==> config.mk <==
export PLATFORM = sky130hd
export DESIGN_NAME = sensor_serial_port
export DESIGN_NICKNAME = d
export VERILOG_FILES = /design/src/core/serial_port_pkg.sv /design/src/core/edge_sync_if.sv /design/src/core/sensor_serial_port.sv /design/src/core/pin_sync.sv
export SDC_FILE = /design/constraint.sdc
export NUM_CORES = 1
export LEC_CHECK = 0
export BUFFER_PORTS_ARGS = -buffer_cell sky130_fd_sc_hd__buf_4
export CORE_ASPECT_RATIO = 1.4
export CORE_MARGIN = 4
export CORE_UTILIZATION = 59
export DETAILED_ROUTE_END_ITERATION = 8
export MAX_ROUTING_LAYER = met4
export PLACE_DENSITY = 0.78
export SYNTH_ARGS = -nofsm -noshare
export SYNTH_HDL_FRONTEND = slang
export SYNTH_HIERARCHICAL = 1
export SYNTH_SLANG_ARGS = --single-unit
==> constraint.sdc <==
create_clock -name clock -period 2.75 [get_ports clock]
set_input_delay 0.825 -clock clock [delete_from_list [all_inputs] [get_ports clock]]
set_output_delay 0.825 -clock clock [all_outputs]
set_load 0.005 [all_outputs]
==> src/core/serial_port_pkg.sv <==
// Constants, types and register layout of the two-wire sensor register port.
// Assumes a 20 MHz system clock; serial clock and data arrive asynchronously.

package serial_port_pkg;

    localparam int unsigned CLOCK_HZ = 20_000_000;
    localparam int unsigned TIMEOUT_MS = 90;
    localparam int unsigned TIMEOUT_CYCLES = CLOCK_HZ / 1000 * TIMEOUT_MS;
    localparam int unsigned TIMEOUT_W = 22;

    localparam logic [6:0] ADDR_CONFIG = 7'h00;
    localparam logic [7:0] CONFIG_RESET_VAL = 8'h00;
    localparam int unsigned BIT_RESET = 7;
    localparam int unsigned BIT_POWER_DOWN = 6;
    localparam logic [7:0] ZERO_BYTE = 8'h00;

    localparam logic [3:0] BIT_COUNT_ADDR_LAST = 4'h7;
    localparam logic [3:0] BIT_COUNT_LAST = 4'hf;
    localparam logic [3:0] BIT_COUNT_ZERO = 4'h0;

    typedef enum logic [1:0] {
        PH_ADDR = 2'b00,
        PH_WDATA = 2'b01,
        PH_RDATA = 2'b11,
        PH_HOLD = 2'b10
    } phase_t;

endpackage

==> src/core/edge_sync_if.sv <==
// Carries a synchronised pin level and its edge strobes between modules.
// Assumes one clock domain on both sides.
`timescale 1ns/100ps
`default_nettype none

interface edge_sync_if;
    logic level;
    logic rise;
    logic fall;
    modport source (output level, rise, fall);
    modport sink (input level, rise, fall);
endinterface

`default_nettype wire

==> src/core/sensor_serial_port.sv <==
// Two-wire register port of the sensor with configuration and power-down.
// Assumes the host drives the serial clock; data pin resolved outside.
`timescale 1ns/100ps
`default_nettype none

module sensor_serial_port
    import serial_port_pkg::*;
(
    input wire logic clock,               // 20 MHz system clock
    input wire logic rst,                 // Synchronous reset, active high
    input wire logic clk_en,              // Clock enable, freezes state when low
    input wire logic serial_clock,        // Serial clock pin from host
    input wire logic data_in,             // Data pin input
    output logic data_out,                // Data pin output value
    output logic data_oe,                 // Data pin output enable
    input wire logic shutter_drive,       // Shutter level from imaging logic
    output logic light_source_shutter_out, // Light-source control output value
    output logic light_source_oe,         // Light-source output enable
    output logic power_down,              // Power-down state
    output logic soft_reset,              // One-cycle soft reset pulse
    output logic [7:0] config_value       // Configuration register contents
);

    // ****************************************
    // Pin synchronisers
    // ****************************************
    edge_sync_if sck_s ();
    edge_sync_if sdi_s ();

    pin_sync u_sck_sync (
        .clock(clock),
        .rst(rst),
        .clk_en(clk_en),
        .pin(serial_clock),
        .sync(sck_s)
    );

    pin_sync u_sdi_sync (
        .clock(clock),
        .rst(rst),
        .clk_en(clk_en),
        .pin(data_in),
        .sync(sdi_s)
    );

    // ****************************************
    // Shift and phase control
    // ****************************************
    phase_t phase_r;
    logic [3:0] bit_cnt_r;
    logic [7:0] shift_r;
    logic [6:0] addr_r;
    logic [7:0] config_r;
    logic [7:0] tx_r;
    logic drive_r;
    logic data_out_r;
    logic active_r;
    logic [TIMEOUT_W-1:0] timer_r;
    logic timeout;
    logic soft_reset_r;
    logic [7:0] shift_nxt;
    logic write_done;
    logic [7:0] config_nxt;
    logic addr_done;
    logic read_done;
    logic cfg_write;
    logic shutter_r;

    assign shift_nxt = {shift_r[6:0], sdi_s.level};
    // The timer stops in power-down, so a cut command there is never recovered
    assign timeout = clk_en && active_r && !config_r[BIT_POWER_DOWN]
        && (timer_r >= TIMEOUT_W'(TIMEOUT_CYCLES));
    assign write_done = sck_s.rise && (phase_r == PH_WDATA)
        && (bit_cnt_r == BIT_COUNT_LAST);
    assign addr_done = sck_s.rise && (phase_r == PH_ADDR)
        && (bit_cnt_r == BIT_COUNT_ADDR_LAST);
    assign read_done = sck_s.rise && (phase_r == PH_RDATA)
        && (bit_cnt_r == BIT_COUNT_LAST);
    assign cfg_write = write_done && (addr_r == ADDR_CONFIG);

    always_ff @(posedge clock) begin
        if (rst || timeout) begin
            phase_r <= PH_ADDR;
            bit_cnt_r <= BIT_COUNT_ZERO;
            shift_r <= ZERO_BYTE;
            addr_r <= ADDR_CONFIG;
        end else if (clk_en && sck_s.rise) begin
            shift_r <= shift_nxt;
            bit_cnt_r <= bit_cnt_r + 4'h1;
            case (phase_r)
                PH_ADDR: begin
                    if (bit_cnt_r == BIT_COUNT_ADDR_LAST) begin
                        addr_r <= shift_nxt[6:0];
                        phase_r <= shift_nxt[7] ? PH_WDATA : PH_RDATA;
                    end
                end
                PH_WDATA: begin
                    if (bit_cnt_r == BIT_COUNT_LAST) begin
                        phase_r <= PH_ADDR;
                    end
                end
                PH_RDATA: begin
                    if (bit_cnt_r == BIT_COUNT_LAST) begin
                        phase_r <= PH_HOLD;
                    end
                end
                PH_HOLD: begin
                    phase_r <= PH_ADDR;
                end
                default: begin
                    phase_r <= PH_ADDR;
                end
            endcase
            // The rise after a read's final bit is the first bit of the next command
            if (phase_r == PH_HOLD) begin
                bit_cnt_r <= 4'h1;
                shift_r <= {7'h00, sdi_s.level};
            end
        end
    end

    // ****************************************
    // Transaction timer
    // ****************************************
    always_ff @(posedge clock) begin
        if (rst || timeout) begin
            active_r <= 1'b0;
            timer_r <= '0;
        end else if (clk_en) begin
            if (write_done || read_done) begin
                active_r <= 1'b0;
                timer_r <= '0;
            end else if (!active_r && (sck_s.rise || sck_s.fall)) begin
                active_r <= 1'b1;
                timer_r <= '0;
            end else if (active_r && !config_r[BIT_POWER_DOWN]) begin
                timer_r <= timer_r + TIMEOUT_W'(1);
            end
        end
    end

    // ****************************************
    // Configuration register
    // ****************************************
    always_comb begin
        config_nxt = shift_nxt;
        if (config_r[BIT_POWER_DOWN]) begin
            config_nxt = config_r;
            config_nxt[BIT_POWER_DOWN] = shift_nxt[BIT_POWER_DOWN];
        end
        config_nxt[BIT_RESET] = 1'b0;
    end

    always_ff @(posedge clock) begin
        if (rst) begin
            config_r <= CONFIG_RESET_VAL;
            soft_reset_r <= 1'b0;
        end else if (clk_en) begin
            soft_reset_r <= 1'b0;
            if (cfg_write) begin
                config_r <= config_nxt;
                soft_reset_r <= shift_nxt[BIT_RESET] && !config_r[BIT_POWER_DOWN];
            end
        end
    end

    // ****************************************
    // Read data and pin drive
    // ****************************************
    always_ff @(posedge clock) begin
        if (rst) begin
            tx_r <= ZERO_BYTE;
        end else if (clk_en && addr_done) begin
            tx_r <= (shift_nxt[6:0] == ADDR_CONFIG) ? config_r : ZERO_BYTE;
        end else if (clk_en && sck_s.fall && phase_r == PH_RDATA) begin
            tx_r <= {tx_r[6:0], 1'b0};
        end
    end

    always_ff @(posedge clock) begin
        if (rst || timeout) begin
            drive_r <= 1'b0;
            data_out_r <= 1'b0;
        end else if (clk_en) begin
            // Entering power-down releases the pin even where a read left it driven
            if (config_r[BIT_POWER_DOWN] || (cfg_write && shift_nxt[BIT_POWER_DOWN])) begin
                drive_r <= 1'b0;
            end else if (sck_s.fall && phase_r == PH_RDATA) begin
                drive_r <= 1'b1;
                data_out_r <= tx_r[7];
            end else if (sck_s.fall && phase_r == PH_HOLD) begin
                drive_r <= 1'b0;
            end
        end
    end

    // ****************************************
    // Light-source output
    // ****************************************
    // Registered so no combinational path runs from the imaging logic to the pin
    always_ff @(posedge clock) begin
        if (rst) begin
            shutter_r <= 1'b0;
        end else if (clk_en) begin
            shutter_r <= shutter_drive;
        end
    end

    // ****************************************
    // Outputs
    // ****************************************
    assign data_out = data_out_r;
    assign data_oe = drive_r && !config_r[BIT_POWER_DOWN];
    assign light_source_shutter_out = shutter_r;
    assign light_source_oe = !config_r[BIT_POWER_DOWN];
    assign power_down = config_r[BIT_POWER_DOWN];
    assign soft_reset = soft_reset_r;
    assign config_value = config_r;
endmodule

`default_nettype wire

==> src/core/pin_sync.sv <==
// Two-flop synchroniser with edge detect on the third stage.
// Assumes an asynchronous pin input and a synchronous active-high reset.
`timescale 1ns/100ps
`default_nettype none

module pin_sync (
    input wire logic clock,          // System clock
    input wire logic rst,            // Synchronous reset
    input wire logic clk_en,         // Clock enable
    input wire logic pin,            // Asynchronous pin
    edge_sync_if.source sync         // Level and edges
);
    logic meta_r;
    logic stable_r;
    logic prev_r;

    always_ff @(posedge clock) begin
        if (rst) begin
            meta_r <= 1'b1;
            stable_r <= 1'b1;
            prev_r <= 1'b1;
        end else if (clk_en) begin
            meta_r <= pin;
            stable_r <= meta_r;
            prev_r <= stable_r;
        end
    end

    assign sync.level = stable_r;
    assign sync.rise = clk_en & stable_r & ~prev_r;
    assign sync.fall = clk_en & ~stable_r & prev_r;
endmodule

`default_nettype wire

==> impl_metrics.yaml, run 1 <==
placement:
  io_buffers: 18
  globalplace.congestion: 0.820
  dp_hpwl_um: 4730
yosys:
  postSynthAreaPerCell_um2: 8.71
  synth_cells: 342
  ys.warnings.count: 6
  syn-cell-area_mm2: 0.00298
  synthesis.nets: 351
sta:
  fmaxAchievable_ghz: 0.452
  min_period_ps: 2210
  whs_ps: 461
  skew_ps: 5.75
  max_slew.worst_pin.slew_ps: 564
  slew_headroom: 0.622
  rsz0062_at_grt: "no"
  fin_crit_sh: 0.804
  fin_setup_tns_ps: 0
  setup_viol: 0
  finalMaxSlewViolations: 0
  hold_viol_final: 0
pwr:
  swShare: 0.232
  combPwrFrac: 0.049
  p_int_mw: 1.54
  p_sw_uw: 464
  ir_worst_vdd_mv: 0.456
  power_density_mw_per_mm2: 586
  pwr-share-clk: 0.449
  seqPwrFrac: 0.502
  total_leakage_power_nw: 1.33
outcome:
  status: "completed"
die:
  dieArea_mm2: 0.00627
  coreArea_mm2: 0.00488
  initial_core_util: 0.611
  dieWidth_um: 68.1
  die_h_um: 92.1
  fp-row-count: 30
  io_pins: 20
global_routing:
  grt-busiest-layer: "met2"
  antenna_found_initial: 0
  grt_pass1_vias: 2501
  track_usage: 0.244
  use_met2: 0.422
  grt_pass1_wl_um: 11300
  grt_use_met1: 0.247
  gr-total-overflow: 0
  use_met3: 0.0466
  grt_start_max_net_pins: 28
routing:
  finalWirelength_um: 6570
  drt_iter0_drc: 130
  wl_per_cell_um: 15.1
  drcViolationCount: 0
  viasPerCell: 5.71
  postRouteAntennaNets: 0
  vias: 2490
  first_pass_iters: 4
setup_path:
  required_ps: 2960
  end_kind: "flip-flop"
  crit_fanout: 17
  arrival_ps: 2420
  startpoint_type: "flip-flop"
  critPathKind: "reg -> reg"
layout:
  seqCellArea_mm2: 0.00134
  nFillCells: 411
  multiInputGateArea_mm2: 0.00152
  syn_to_final_growth_pct: 14.6
  fin_nets: 376
  antenna_cells: 0
  drive_above_1_share: 0.132
cts:
  cts_tree: "built"
  holdBufCountCts: 0
  insertion_delay_ps: 340
  postCtsSetupBuffers: 0
  ctsResizeCount: 0
  cts.sinks: 67
  numCtsBuffers: 9
  cts_buffer_depth: 2
  cts_root_buf: "clkbuf_8"
  clkTransAtPathRegs_ps: 70
  htree_levels: 3
job:
  max_cap_violations: 0
worst_hold_path:
  hold_class: "reg -> reg"
final timing paths:
check / startpoint / to / slack, ps / cells after the start
max: timer_r[14] / timer_r[9] / 540 / 5
min: tx_r[7] / data_out / 460 / 2
max reg2reg: timer_r[14] / timer_r[9] / 540 / 5
min reg2reg: tx_r[7] / data_out / 460 / 2
layer usage:
layer  up-vias  wire length (um)
met5         -                 0
met4         0               181
met3        17               182
met2        43              3580
met1      1175              2630
li1       1255                 -
critical path, stage by stage, from the launching register on:
cell      delay (ps)
dfxtp_1          440
or4b_1           460
a2111o_1         420
a21oi_4          170
or2_1            470
nor2_1           120
stage by stage:
step | instances | area [um^2] | util | setup slack [ps] | power [mW]
finish | 436 | 3410 | 0.700 | 539 | 2.00
global route | 436 | 3410 | 0.700 | 434 | 2.08
global placement | 420 | 3200 | 0.655 | 304 | 1.12
CTS | 436 | 3410 | 0.700 | 543 | 2.01
floorplan | 342 | 2980 | - | 294 | 1.10
detailed placement | 420 | 3200 | 0.655 | 267 | 1.13
cell type report:
cell class,count,share of cell area
clock buffer,10,0.0374
clock inverter,6,0.0264
inverter,11,0.0121
multi-input combinational,250,0.446
sequential,67,0.393
tap,64,0.0235
timing repair buffer,28,0.0616
sequential cells by signal (all words and copies together), names as in the netlist:
signal and count:
light_source_shutter_out 1, timer_r 22, addr_r 7, u_sck_sync/meta_r 1, bit_cnt_r 4, u_sdi_sync/meta_r 1, active_r 1, u_sck_sync/sync.level 1
config_value 7, u_sdi_sync/sync.level 1, u_sck_sync/prev_r 1, drive_r 1, phase_r 2, shift_r 7, data_out 1, soft_reset 1
tx_r 8
power groups by stage:
stage	sequential (mW)	clock (mW)	combinational, mW
2_1_floorplan	1.02	0	0.0755
3_3_place_gp	1.03	0	0.0973
3_5_place_dp	1.03	0	0.0982
4_1_cts	1.00	0.911	0.0981
5_1_grt	1.01	0.964	0.110
6_report	1.00	0.897	0.0982
cells in the final DEF (no fill, tap or decap), types with 2 or more instances in the layout:
cell type and count:
clkinv_4 2, nand2_1 24, nand4_1 11, a21oi_1 11, and3_1 2, nand3b_1 3
xnor2_1 13, and4_1 2, buf_4 28, nor4_1 7, or4_1 2, nor2_1 62
or3_1 2, o22ai_1 5, o21ai_0 13, a211o_1 4, bufinv_16 2, mux2i_1 21
nand3_1 8, xor2_1 4, nor3_1 9, a31oi_1 3, nor3b_1 2, ha_1 3
clkbuf_8 9, nor2b_1 6, dfxtp_1 67, o21a_1 2, a22oi_1 9, nand2b_1 2
inv_1 11
No activity file was read; power rests on OpenSTA's default activity.
==> run 2: changes to the inputs <==
Settings changed: ABC_AREA set to 1, CORE_UTILIZATION 59 to 60, PLACE_DENSITY 0.78 to 0.79.
Clock period 2.75 ns to 2.2 ns, I/O delays scaled along.
==> impl_metrics.yaml, run 2 <==
outcome:
  status: "completed"
global_routing:
  grt_pass1_vias: 2888
  gr-total-overflow: 0
  antenna_found_initial: 0
  grt_pass1_wl_um: 12200
  track_usage: 0.236
  grt_start_max_net_pins: 30
die:
  dieArea_mm2: 0.00672
  die_h_um: 95.4
  initial_core_util: 0.626
  io_pins: 20
  dieWidth_um: 70.5
  fp-row-count: 31
  coreArea_mm2: 0.00524
cts:
  numCtsBuffers: 9
  htree_levels: 3
  cts_buffer_depth: 2
  clkTransAtPathRegs_ps: 70
  insertion_delay_ps: 340
  cts_tree: "built"
  holdBufCountCts: 0
  cts_root_buf: "clkbuf_8"
  postCtsSetupBuffers: 0
  ctsResizeCount: 0
  cts.sinks: 67
layout:
  largestRegisters: "timer_r: 22 flops, tx_r: 8 flops"
  top_register: "timer_r"
  mostFrequentLayoutCell: "nand2_1"
  drive_above_1_share: 0.170
  fin_nets: 491
  antenna_cells: 0
  final_util: 0.705
  final_area_mm2: 0.00369
  final_cell_mix: "101 x nand2_1, 72 x nor2_1, 67 x dfxtp_1"
  syn_to_final_growth_pct: 12.7
  largest_reg_flops: 22
yosys:
  syn-cell-area_mm2: 0.00328
  synth_cells: 453
  ys.warnings.count: 6
  synthesis.nets: 462
  postSynthAreaPerCell_um2: 7.23
sta:
  skew_ps: 4.19
  setup_viol: 0
  fmaxAchievable_ghz: 0.549
  finalMaxSlewViolations: 0
  hold_viol_final: 0
  final_critical_path_setup_slack_ps: 379
  fin_setup_tns_ps: 0
  fin_crit_sh: 0.828
  rsz0062_at_grt: "no"
  min_period_ps: 1820
placement:
  io_buffers: 18
  dp_slack_ps: 104
  globalplace.congestion: 0.866
  dp_hpwl_um: 5290
  placed_area_mm2: 0.00351
setup_path:
  arrival_ps: 1160
  required_ps: 1540
  end_kind: "output pin"
  worst-r2r-cell-count: 9
  crit_fanout: 6
  startpoint_type: "flip-flop"
  critPathKind: "reg -> out"
routing:
  drt_iter0_drc: 206
  drcViolationCount: 0
  viasPerCell: 5.30
  vias: 2933
  first_pass_iters: 4
  finalWirelength_um: 7130
  postRouteAntennaNets: 0
  wl_per_cell_um: 12.9
pwr:
  ir_worst_vdd_mv: 0.449
  power_density_mw_per_mm2: 630
  total_leakage_power_nw: 1.42
worst_hold_path:
  hold_class: "reg -> reg"
  min_path_cells: 2
job:
  max_cap_violations: 0
run 2: routing by layer:
metal / GRT usage / wire length (um) / vias to the layer above
met1: 0.232 / 2880 / 1344
li1: - / - / 1519
met2: 0.421 / 3730 / 49
met3: 0.0464 / 218 / 21
met4: 0.155 / 310 / 0
met5: - / 0 / -
run 2: area by class of cell:
cell class	instances	area (um^2)
flip-flops and latches	67	1340
fillers	450	1540
inverters	45	174
multi-input cells	330	1680
repair buffers	29	230
clock buffers	14	153
clock inverters	2	35.0
well taps	66	82.6
run 2: final timing paths:
path                  to             from  slack [ps]
max              data_oe  config_value[6]         380
min            addr_r[6]        addr_r[6]         460
max reg2reg  timer_r[15]     bit_cnt_r[0]         520
min reg2reg    addr_r[6]        addr_r[6]         460
run 2: worst max-delay path, cell delays in order (launching register included):
cell     delay [ps]
dfxtp_1         540
nor2_1          120
buf_4           150
run 2: where the power goes:
group / total, mW / switching, mW / internal [mW]
registers: 1.23 / 0.00904 / 1.22
logic: 0.102 / 0.0666 / 0.0353
clock network: 0.992 / 0.437 / 0.555
total: 2.33 / 0.513 / 1.81
run 2: stage by stage:
step / hold slack [ps] / power [mW] / cells
3_3_place_gp: 438 / 1.36 / 537
3_5_place_dp: 453 / 1.36 / 537
4_1_cts: 463 / 2.34 / 553
2_1_floorplan: 429 / 1.33 / 453
6_report: 463 / 2.33 / 553
5_1_grt: 476 / 2.41 / 553
